<file path="src/hdl/plut_regs.svh">
// Register indices, field positions, reset values and bus answers
`ifndef PLUT_REGS_SVH
`define PLUT_REGS_SVH

// Register indices; the byte address is four times the index
`define PLUT_IDX_DEPTH   8'h14
`define PLUT_IDX_INDEX   8'h15
`define PLUT_IDX_BANK    8'h16
`define PLUT_IDX_DATA    8'h17

// Bank select field positions (two bits each)
`define PLUT_BANK_RED    4
`define PLUT_BANK_GREEN  2
`define PLUT_BANK_BLUE   0

// Table index fields
`define PLUT_INDEX_COL   4
`define PLUT_NUM_COL     2'h3

// Reset values
`define PLUT_DEPTH_RST   2'h0
`define PLUT_INDEX_RST   6'h00
`define PLUT_BANK_RST    6'h00
`define PLUT_ENTRY_RST   4'h0

// AXI4-Lite responses
`define PLUT_RESP_OKAY   2'h0
`define PLUT_RESP_SLVERR 2'h2

`endif

</file>
<file path="src/hdl/plut_pkg.sv">
// Types shared by the palette table bank and its translators
package plut_pkg;

    // Colour depth codes held in the depth register
    typedef enum logic [1:0] {
        PLUT_BPP1 = 2'h0,
        PLUT_BPP2 = 2'h1,
        PLUT_BPP4 = 2'h2,
        PLUT_BPP8 = 2'h3
    } plut_depth_t;

    // Register selected by a bus address
    typedef enum logic [2:0] {
        PLUT_SEL_NONE  = 3'h0,
        PLUT_SEL_DEPTH = 3'h1,
        PLUT_SEL_INDEX = 3'h2,
        PLUT_SEL_BANK  = 3'h3,
        PLUT_SEL_DATA  = 3'h4
    } plut_sel_t;

    // Bus channel states, one-hot
    typedef enum logic [1:0] {
        PLUT_ST_IDLE = 2'b01,
        PLUT_ST_RESP = 2'b10
    } plut_state_t;

endpackage

</file>
<file path="src/hdl/plut_xlate.sv">
// One colour's pixel translation through its table with bank selection
`timescale 1ns/1ps
`include "plut_regs.svh"

module plut_xlate
    import plut_pkg::*;
#(
    parameter logic WIDE8 = 1'b1
)
(
    input  wire logic              mclk_i,
    input  wire logic              rst_b_i,
    input  wire plut_depth_t       depth_i,
    input  wire logic [1:0]        bank_i,
    input  wire logic [7:0]        pixel_i,
    input  wire logic [2:0]        field8_i,
    input  wire logic [15:0][3:0]  tbl_i,
    output logic      [3:0]        out_o
);

    logic [3:0] idx;
    logic [3:0] out_q;

    // Table position from depth, bank bits and pixel bits
    always_comb
    begin
        case (depth_i)
            PLUT_BPP1: idx = {1'b0, bank_i, pixel_i[0]};
            PLUT_BPP2: idx = {bank_i, pixel_i[1:0]};
            PLUT_BPP4: idx = pixel_i[3:0];
            PLUT_BPP8:
            begin
                // Red and green keep one bank bit; blue keeps two
                if (WIDE8)
                    idx = {bank_i[0], field8_i};
                else
                    idx = {bank_i, field8_i[1:0]};
            end
            default:   idx = pixel_i[3:0];
        endcase
    end

    // Registered so the colour outputs come from flops
    always_ff @(posedge mclk_i)
    begin
        if (!rst_b_i)
            out_q <= `PLUT_ENTRY_RST;
        else
            out_q <= tbl_i[idx];
    end

    assign out_o = out_q;
endmodule

</file>
<file path="src/hdl/plut_bank_regs.sv">
// Palette table bank: AXI4-Lite registers, three colour tables, translation
//
// The AXI4-Lite slave port was left to the implementer.
`timescale 1ns/1ps
`include "plut_regs.svh"

module plut_bank_regs
    import plut_pkg::*;
(
    input  wire logic        mclk_i,
    input  wire logic        rst_b_i,
    input  wire logic [7:0]  s_axi_awaddr_i,
    input  wire logic        s_axi_awvalid_i,
    output logic             s_axi_awready_o,
    input  wire logic [31:0] s_axi_wdata_i,
    input  wire logic [3:0]  s_axi_wstrb_i,
    input  wire logic        s_axi_wvalid_i,
    output logic             s_axi_wready_o,
    output logic [1:0]       s_axi_bresp_o,
    output logic             s_axi_bvalid_o,
    input  wire logic        s_axi_bready_i,
    input  wire logic [7:0]  s_axi_araddr_i,
    input  wire logic        s_axi_arvalid_i,
    output logic             s_axi_arready_o,
    output logic [31:0]      s_axi_rdata_o,
    output logic [1:0]       s_axi_rresp_o,
    output logic             s_axi_rvalid_o,
    input  wire logic        s_axi_rready_i,
    input  wire logic [7:0]  pixel_i,
    output logic [3:0]       red_o,
    output logic [3:0]       green_o,
    output logic [3:0]       blue_o
);

    // Address decode shared by the write and read channels
    function automatic plut_sel_t plut_decode(input logic [7:0] addr);
        logic [7:0] word;
        begin
            word = {2'b00, addr[7:2]};
            case (word)
                `PLUT_IDX_DEPTH: plut_decode = PLUT_SEL_DEPTH;
                `PLUT_IDX_INDEX: plut_decode = PLUT_SEL_INDEX;
                `PLUT_IDX_BANK:  plut_decode = PLUT_SEL_BANK;
                `PLUT_IDX_DATA:  plut_decode = PLUT_SEL_DATA;
                default:         plut_decode = PLUT_SEL_NONE;
            endcase
        end
    endfunction

    plut_state_t             wstate_q;
    plut_state_t             rstate_q;
    logic                    awready_q;
    logic                    wready_q;
    logic                    aw_full_q;
    logic                    w_full_q;
    logic [7:0]              awaddr_q;
    logic [31:0]             wdata_q;
    logic [3:0]              wstrb_q;
    logic                    bvalid_q;
    logic [1:0]              bresp_q;
    logic                    arready_q;
    logic                    rvalid_q;
    logic [31:0]             rdata_q;
    logic [1:0]              rresp_q;
    plut_depth_t             depth_q;
    logic [5:0]              index_q;
    logic [5:0]              bank_q;
    logic [2:0][15:0][3:0]   tbl_q;
    logic [2:0][3:0]         colour;
    logic [2:0][2:0]         field8;

    logic                    aw_hs;
    logic                    w_hs;
    logic                    ar_hs;
    logic                    wr_fire;
    plut_sel_t               wsel;
    plut_sel_t               rsel;
    logic [1:0]              col;
    logic [3:0]              ent;
    logic [7:0]              rd_byte;

    assign aw_hs   = s_axi_awvalid_i & awready_q;
    assign w_hs    = s_axi_wvalid_i & wready_q;
    assign ar_hs   = s_axi_arvalid_i & arready_q;
    assign wr_fire = aw_full_q & w_full_q & (wstate_q == PLUT_ST_IDLE);
    assign wsel    = plut_decode(awaddr_q);
    assign rsel    = plut_decode(s_axi_araddr_i);
    // Colour and entry reached through the data window
    assign col     = index_q[`PLUT_INDEX_COL +: 2];
    assign ent     = index_q[3:0];

    // Write address is held until the pair fires
    always_ff @(posedge mclk_i)
    begin
        if (!rst_b_i)
        begin
            aw_full_q <= 1'b0;
            awaddr_q  <= 8'h00;
            awready_q <= 1'b0;
        end
        else
        begin
            if (aw_hs)
            begin
                aw_full_q <= 1'b1;
                awaddr_q  <= s_axi_awaddr_i;
            end
            else if (wr_fire)
                aw_full_q <= 1'b0;
            awready_q <= !aw_hs && !aw_full_q && (wstate_q == PLUT_ST_IDLE);
        end
    end

    // Write data is held the same way; either may arrive first
    always_ff @(posedge mclk_i)
    begin
        if (!rst_b_i)
        begin
            w_full_q <= 1'b0;
            wdata_q  <= 32'h0000_0000;
            wstrb_q  <= 4'h0;
            wready_q <= 1'b0;
        end
        else
        begin
            if (w_hs)
            begin
                w_full_q <= 1'b1;
                wdata_q  <= s_axi_wdata_i;
                wstrb_q  <= s_axi_wstrb_i;
            end
            else if (wr_fire)
                w_full_q <= 1'b0;
            wready_q <= !w_hs && !w_full_q && (wstate_q == PLUT_ST_IDLE);
        end
    end

    // Write response channel
    always_ff @(posedge mclk_i)
    begin
        if (!rst_b_i)
        begin
            wstate_q <= PLUT_ST_IDLE;
            bvalid_q <= 1'b0;
            bresp_q  <= `PLUT_RESP_OKAY;
        end
        else
        begin
            case (wstate_q)
                PLUT_ST_IDLE:
                begin
                    if (wr_fire)
                    begin
                        wstate_q <= PLUT_ST_RESP;
                        bvalid_q <= 1'b1;
                        bresp_q  <= (wsel == PLUT_SEL_NONE) ?
                                    `PLUT_RESP_SLVERR : `PLUT_RESP_OKAY;
                    end
                end
                PLUT_ST_RESP:
                begin
                    if (s_axi_bready_i)
                    begin
                        wstate_q <= PLUT_ST_IDLE;
                        bvalid_q <= 1'b0;
                    end
                end
                default:
                begin
                    wstate_q <= PLUT_ST_IDLE;
                    bvalid_q <= 1'b0;
                end
            endcase
        end
    end

    // Control registers; only byte lane 0 carries them
    always_ff @(posedge mclk_i)
    begin
        if (!rst_b_i)
        begin
            depth_q <= plut_depth_t'(`PLUT_DEPTH_RST);
            index_q <= `PLUT_INDEX_RST;
            bank_q  <= `PLUT_BANK_RST;
        end
        else if (wr_fire && wstrb_q[0])
        begin
            case (wsel)
                PLUT_SEL_DEPTH: depth_q <= plut_depth_t'(wdata_q[1:0]);
                PLUT_SEL_INDEX: index_q <= wdata_q[5:0];
                PLUT_SEL_BANK:  bank_q  <= wdata_q[5:0];
                default:        ;
            endcase
        end
    end

    // Table entries written through the window; upper bits dropped
    always_ff @(posedge mclk_i)
    begin
        if (!rst_b_i)
            tbl_q <= '0;
        else if (wr_fire && wstrb_q[0] && wsel == PLUT_SEL_DATA
                 && col < `PLUT_NUM_COL)
            tbl_q[col][ent] <= wdata_q[3:0];
    end

    // Read byte; the window shows the indexed entry, not a stored value
    always_comb
    begin
        case (rsel)
            PLUT_SEL_DEPTH: rd_byte = {6'h00, depth_q};
            PLUT_SEL_INDEX: rd_byte = {2'h0, index_q};
            PLUT_SEL_BANK:  rd_byte = {2'h0, bank_q};
            PLUT_SEL_DATA:
            begin
                // Colour code 3 has no table and reads zero
                if (col < `PLUT_NUM_COL)
                    rd_byte = {4'h0, tbl_q[col][ent]};
                else
                    rd_byte = 8'h00;
            end
            default:        rd_byte = 8'h00;
        endcase
    end

    // Read channel; one read in flight, a bubble before the next
    always_ff @(posedge mclk_i)
    begin
        if (!rst_b_i)
        begin
            rstate_q  <= PLUT_ST_IDLE;
            arready_q <= 1'b0;
            rvalid_q  <= 1'b0;
            rdata_q   <= 32'h0000_0000;
            rresp_q   <= `PLUT_RESP_OKAY;
        end
        else
        begin
            arready_q <= !ar_hs && (rstate_q == PLUT_ST_IDLE);
            case (rstate_q)
                PLUT_ST_IDLE:
                begin
                    if (ar_hs)
                    begin
                        rstate_q <= PLUT_ST_RESP;
                        rvalid_q <= 1'b1;
                        rdata_q  <= {24'h00_0000, rd_byte};
                        rresp_q  <= (rsel == PLUT_SEL_NONE) ?
                                    `PLUT_RESP_SLVERR : `PLUT_RESP_OKAY;
                    end
                end
                PLUT_ST_RESP:
                begin
                    if (s_axi_rready_i)
                    begin
                        rstate_q <= PLUT_ST_IDLE;
                        rvalid_q <= 1'b0;
                    end
                end
                default:
                begin
                    rstate_q <= PLUT_ST_IDLE;
                    rvalid_q <= 1'b0;
                end
            endcase
        end
    end

    assign s_axi_awready_o = awready_q;
    assign s_axi_wready_o  = wready_q;
    assign s_axi_bvalid_o  = bvalid_q;
    assign s_axi_bresp_o   = bresp_q;
    assign s_axi_arready_o = arready_q;
    assign s_axi_rvalid_o  = rvalid_q;
    assign s_axi_rdata_o   = rdata_q;
    assign s_axi_rresp_o   = rresp_q;

    // 8 bpp pixel fields: red 7:5, green 4:2, blue 1:0
    assign field8[0] = pixel_i[7:5];
    assign field8[1] = pixel_i[4:2];
    assign field8[2] = {1'b0, pixel_i[1:0]};

    // One translator per colour; red bank bits sit highest
    genvar c;
    generate
        for (c = 0; c < 3; c++)
        begin : g_colour
            plut_xlate #(
                .WIDE8    (c != 2)
            ) u_xlate (
                .mclk_i   (mclk_i),
                .rst_b_i  (rst_b_i),
                .depth_i  (depth_q),
                .bank_i   (bank_q[(2 - c) * 2 +: 2]),
                .pixel_i  (pixel_i),
                .field8_i (field8[c]),
                .tbl_i    (tbl_q[c]),
                .out_o    (colour[c])
            );
        end
    endgenerate

    assign red_o   = colour[0];
    assign green_o = colour[1];
    assign blue_o  = colour[2];
endmodule

</file>
<file path="config.mk">
export PLATFORM = sky130hd
export DESIGN_NAME = plut_bank_regs
export DESIGN_NICKNAME = d
export VERILOG_FILES = /design/src/hdl/plut_pkg.sv /design/src/hdl/plut_xlate.sv /design/src/hdl/plut_bank_regs.sv
export VERILOG_INCLUDE_DIRS = /design/src /design/src/hdl
export SDC_FILE = /design/constraint.sdc
export NUM_CORES = 1
export LEC_CHECK = 0
export BUFFER_PORTS_ARGS = -buffer_cell sky130_fd_sc_hd__buf_2
export CORE_MARGIN = 5
export CORE_UTILIZATION = 39
export CTS_CLUSTER_DIAMETER = 30
export CTS_CLUSTER_SIZE = 24
export DETAILED_ROUTE_END_ITERATION = 8
export GPL_TIMING_DRIVEN = 1
export SYNTH_ARGS = -nofsm -noshare
export SYNTH_HDL_FRONTEND = slang
export SYNTH_SLANG_ARGS = --single-unit
</file>
<file path="constraint.sdc">
create_clock -name mclk_i -period 4.8 [get_ports mclk_i]
set_input_delay 0.96 -clock mclk_i [delete_from_list [all_inputs] [get_ports mclk_i]]
set_output_delay 0.96 -clock mclk_i [all_outputs]
set_load 0.02 [all_outputs]
</file>
==> flow_metrics.py <==
metrics = {
    "timing": {
        "fin_ws_ns": 1.36,
        "max_freq_mhz": 291,
        "worst_pin_slew_ns": 1.20,
        "fin_crit_sh": 0.716,
        "rsz0062_at_grt": "no",
        "clock_skew_ns": 0.0178,
        "layout_min_cycle_time_ns": 3.44,
        "fin_setup_tns_ns": 0,
        "setup_viol": 0,
        "relSlewSlack": 0.196,
        "drv_slew": 0,
        "hold_viol_final": 0,
    },
    "cts": {
        "cts_resized": 0,
        "h-tree-depth": 2,
        "clkSlewWorstSetupHoldPaths_ns": 0.05,
        "cts_made_buffers": 58,
        "cts_hold_buf": 0,
        "cts_buffer_depth": 3,
        "cts_root_buf": "clkbuf_16",
        "numClockSinks": 248,
        "post-cts-setup-buffer-count": 0,
        "cts_tree": "yes",
        "clk_latency_ns": 0.58,
    },
    "routing": {
        "antenna_left": 0,
        "viasPerCell": 5.63,
        "totalWireLength_mm": 42.1,
        "drc_errors": 0,
        "vias": 11700,
        "wl_per_cell_um": 20.3,
        "dr.pass1.iters": 5,
        "drt_iter0_drc": 912,
    },
    "placement": {
        "placed_cells": 1963,
        "port_buffers": 58,
        "gp_congestion": 0.907,
        "place_ws_ns": 1.14,
        "post_dp_cell_area_mm2": 0.0141,
        "place.detailed.hpwl_mm": 28.7,
    },
    "floorplan": {
        "die_width_um": 198,
        "rows": 68,
        "io_pins": 120,
        "dieArea_mm2": 0.0391,
        "start_util": 0.396,
        "coreArea_mm2": 0.0346,
        "die_height_um": 198,
    },
    "pwr": {
        "power_density_mw_per_mm2": 397,
        "p_leak_nw": 5.75,
        "power_mw": 6.43,
        "irDropWorstVdd_mv": 0.300,
    },
    "synth": {
        "ys_dominant_reg_cell": "dfxtp_1",
        "synth-edff-count": 0,
        "synthArstFlopShare": 0,
        "synthMostInstantiatedCell": "dfxtp_1",
        "syn_inst": 1566,
        "syn-cell-area_mm2": 0.0137,
        "yosysUniqueCellTypes": 59,
        "netlist.top_cell.by_area": "dfxtp_1",
        "syn_area_per_cell_um2": 8.77,
        "yosys-top-cells-count": "248 x dfxtp_1, 211 x nand2_1, 168 x mux2i_1, 166 x o21ai_0, 156 x a21boi_0",
        "ys_top_cells_by_area": "dfxtp_1 36%, mux2i_1 12%, a21boi_0 8.5%",
        "synth.top_cell.area_share": 0.362,
        "ys_seq_area_frac": 0.362,
        "ys_seq_elements": 248,
        "ys_warn_count": 0,
    },
    "global_routing": {
        "track_usage": 0.209,
        "antenna_found_initial": 0,
        "grt_max_degree": 135,
        "grt_pass1_vias": 11100,
        "gr-total-overflow": 0,
        "grt_pass1_wl_mm": 64.6,
    },
    "critical_path": {
        "crit_path_start_kind": "register",
        "crit_top_cell": "a311oi_1",
        "cp.buffers_inverters": 0,
        "critPathTopFamily": "compound AO/OA/AOI/OAI gates",
        "critPathMaxFanout": 47,
        "worstPathCellList": "and2b_2, a221oi_1, a311oi_1, a311oi_1, o41ai_1, o221a_2",
        "cpPeakStageDelay_ns": 1.01,
        "end_kind": "register",
        "critical_path_required_ns": 5.31,
        "arrival_ns": 3.95,
        "crit_type": "register to register",
        "worst_path_max_delay_cell": "o41ai_1",
    },
    "final_layout": {
        "final_cell_count_no_fill": 2071,
        "layout-drive-gt1-share": 0.181,
        "final_area_mm2": 0.0162,
        "layout.nets": 1635,
        "n_antenna_cell": 0,
        "area_delta_synth_final_pct": 18.2,
    },
    "flow_run": {
        "max_cap_violations": 0,
    },
    "outcome": {
        "status": "finished clean",
    },
    "min_path": {
        "hold_path.class": "register to register",
    },
}
==> worst paths after layout <==
| check | cells past startpoint | startpoint | slack (ns) | to |
|---|---|---|---|---|
| worst max-delay path | 6 | index_q[4] | 1.36 | s_axi_rdata_o[1] |
| worst min-delay path | 1 | aw_full_q | 0.45 | s_axi_awready_o |
| worst max register to register | 6 | index_q[4] | 1.36 | s_axi_rdata_o[1] |
| worst min register to register | 1 | aw_full_q | 0.45 | s_axi_awready_o |
==> layer usage <==
layer,vias to the layer above,track usage,share of wire
li1,5580,-,-
met1,5645,0.282,0.44
met2,342,0.335,0.47
met3,90,0.0406,0.062
met4,0,0.0770,0.033
met5,-,0,0
==> cell type report <==
cell class	instances	area, um2
Fill cell	3345	18400
Inverter	6	22.5
Multi-Input combinational cell	1172	8070
Clock buffer	74	1620
Clock inverter	34	475
Tap cell	455	569
Timing Repair Buffer	82	489
Sequential cell	248	4970
==> metrics by stage <==
stage | hold slack (ns) | utilization
after floorplan | 0.411 | -
after global placement | 0.425 | 0.408
after detailed placement | 0.442 | 0.408
after CTS | 0.448 | 0.469
after global routing | 0.458 | 0.469
final | 0.447 | 0.469
==> flip-flops by register name, indices dropped and copies added, names as in the netlist <==
| register | flops |
|---|---|
| s_axi_arready_o | 1 |
| wstrb_q | 1 |
| rstate_q | 2 |
| g_colour.u_xlate.out_o | 12 |
| wdata_q | 6 |
| s_axi_bresp_o | 1 |
| tbl_q | 192 |
| w_full_q | 1 |
| s_axi_wready_o | 1 |
| awaddr_q | 6 |
| wstate_q | 2 |
| depth_q | 2 |
| bank_q | 6 |
| s_axi_awready_o | 1 |
| index_q | 6 |
| aw_full_q | 1 |
| s_axi_rdata_o | 6 |
| s_axi_rresp_o | 1 |
==> where the power goes <==
part           leakage (nW)  switching [mW]  internal, mW
registers              2.00          0.0109          2.08
logic                  2.74           0.130        0.0668
clock network          1.00            1.28          2.87
total                  5.75            1.42          5.01
==> cell families (layout without fill, tap and decap cells) <==
| family | count (synthesis) | in the layout | share of synthesized area |
|---|---|---|---|
| other | 1 | 28 | 0.000273 |
| AO/OA/AOI/OAI | 485 | 485 | 0.233 |
| buffers and inverters | 173 | 196 | 0.0612 |
| flip-flops | 248 | 248 | 0.362 |
| multiplexers | 237 | 237 | 0.200 |
| AND/OR/NAND/NOR | 422 | 422 | 0.144 |
==> placed cells by master (no fill, tap or decap), types with 7 or more instances in the layout <==
cell,count
a211oi_1,20
bufinv_16,9
a21boi_1,9
clkinvlp_4,8
a21oi_1,38
buf_2,57
dfxtp_1,243
o31a_1,8
clkbuf_8,9
o211ai_1,10
a21boi_0,156
o21ai_0,166
nor2_1,58
conb_1,28
mux2i_1,168
nand3_1,32
a22o_1,11
clkinv_4,7
nor2b_1,67
nor2_2,20
a221oi_1,10
mux4_2,25
buf_4,23
mux2_2,43
o2bb2ai_1,9
clkbuf_16,59
a22oi_1,14
nand2_1,211
Power figures use the tool's default switching activity.
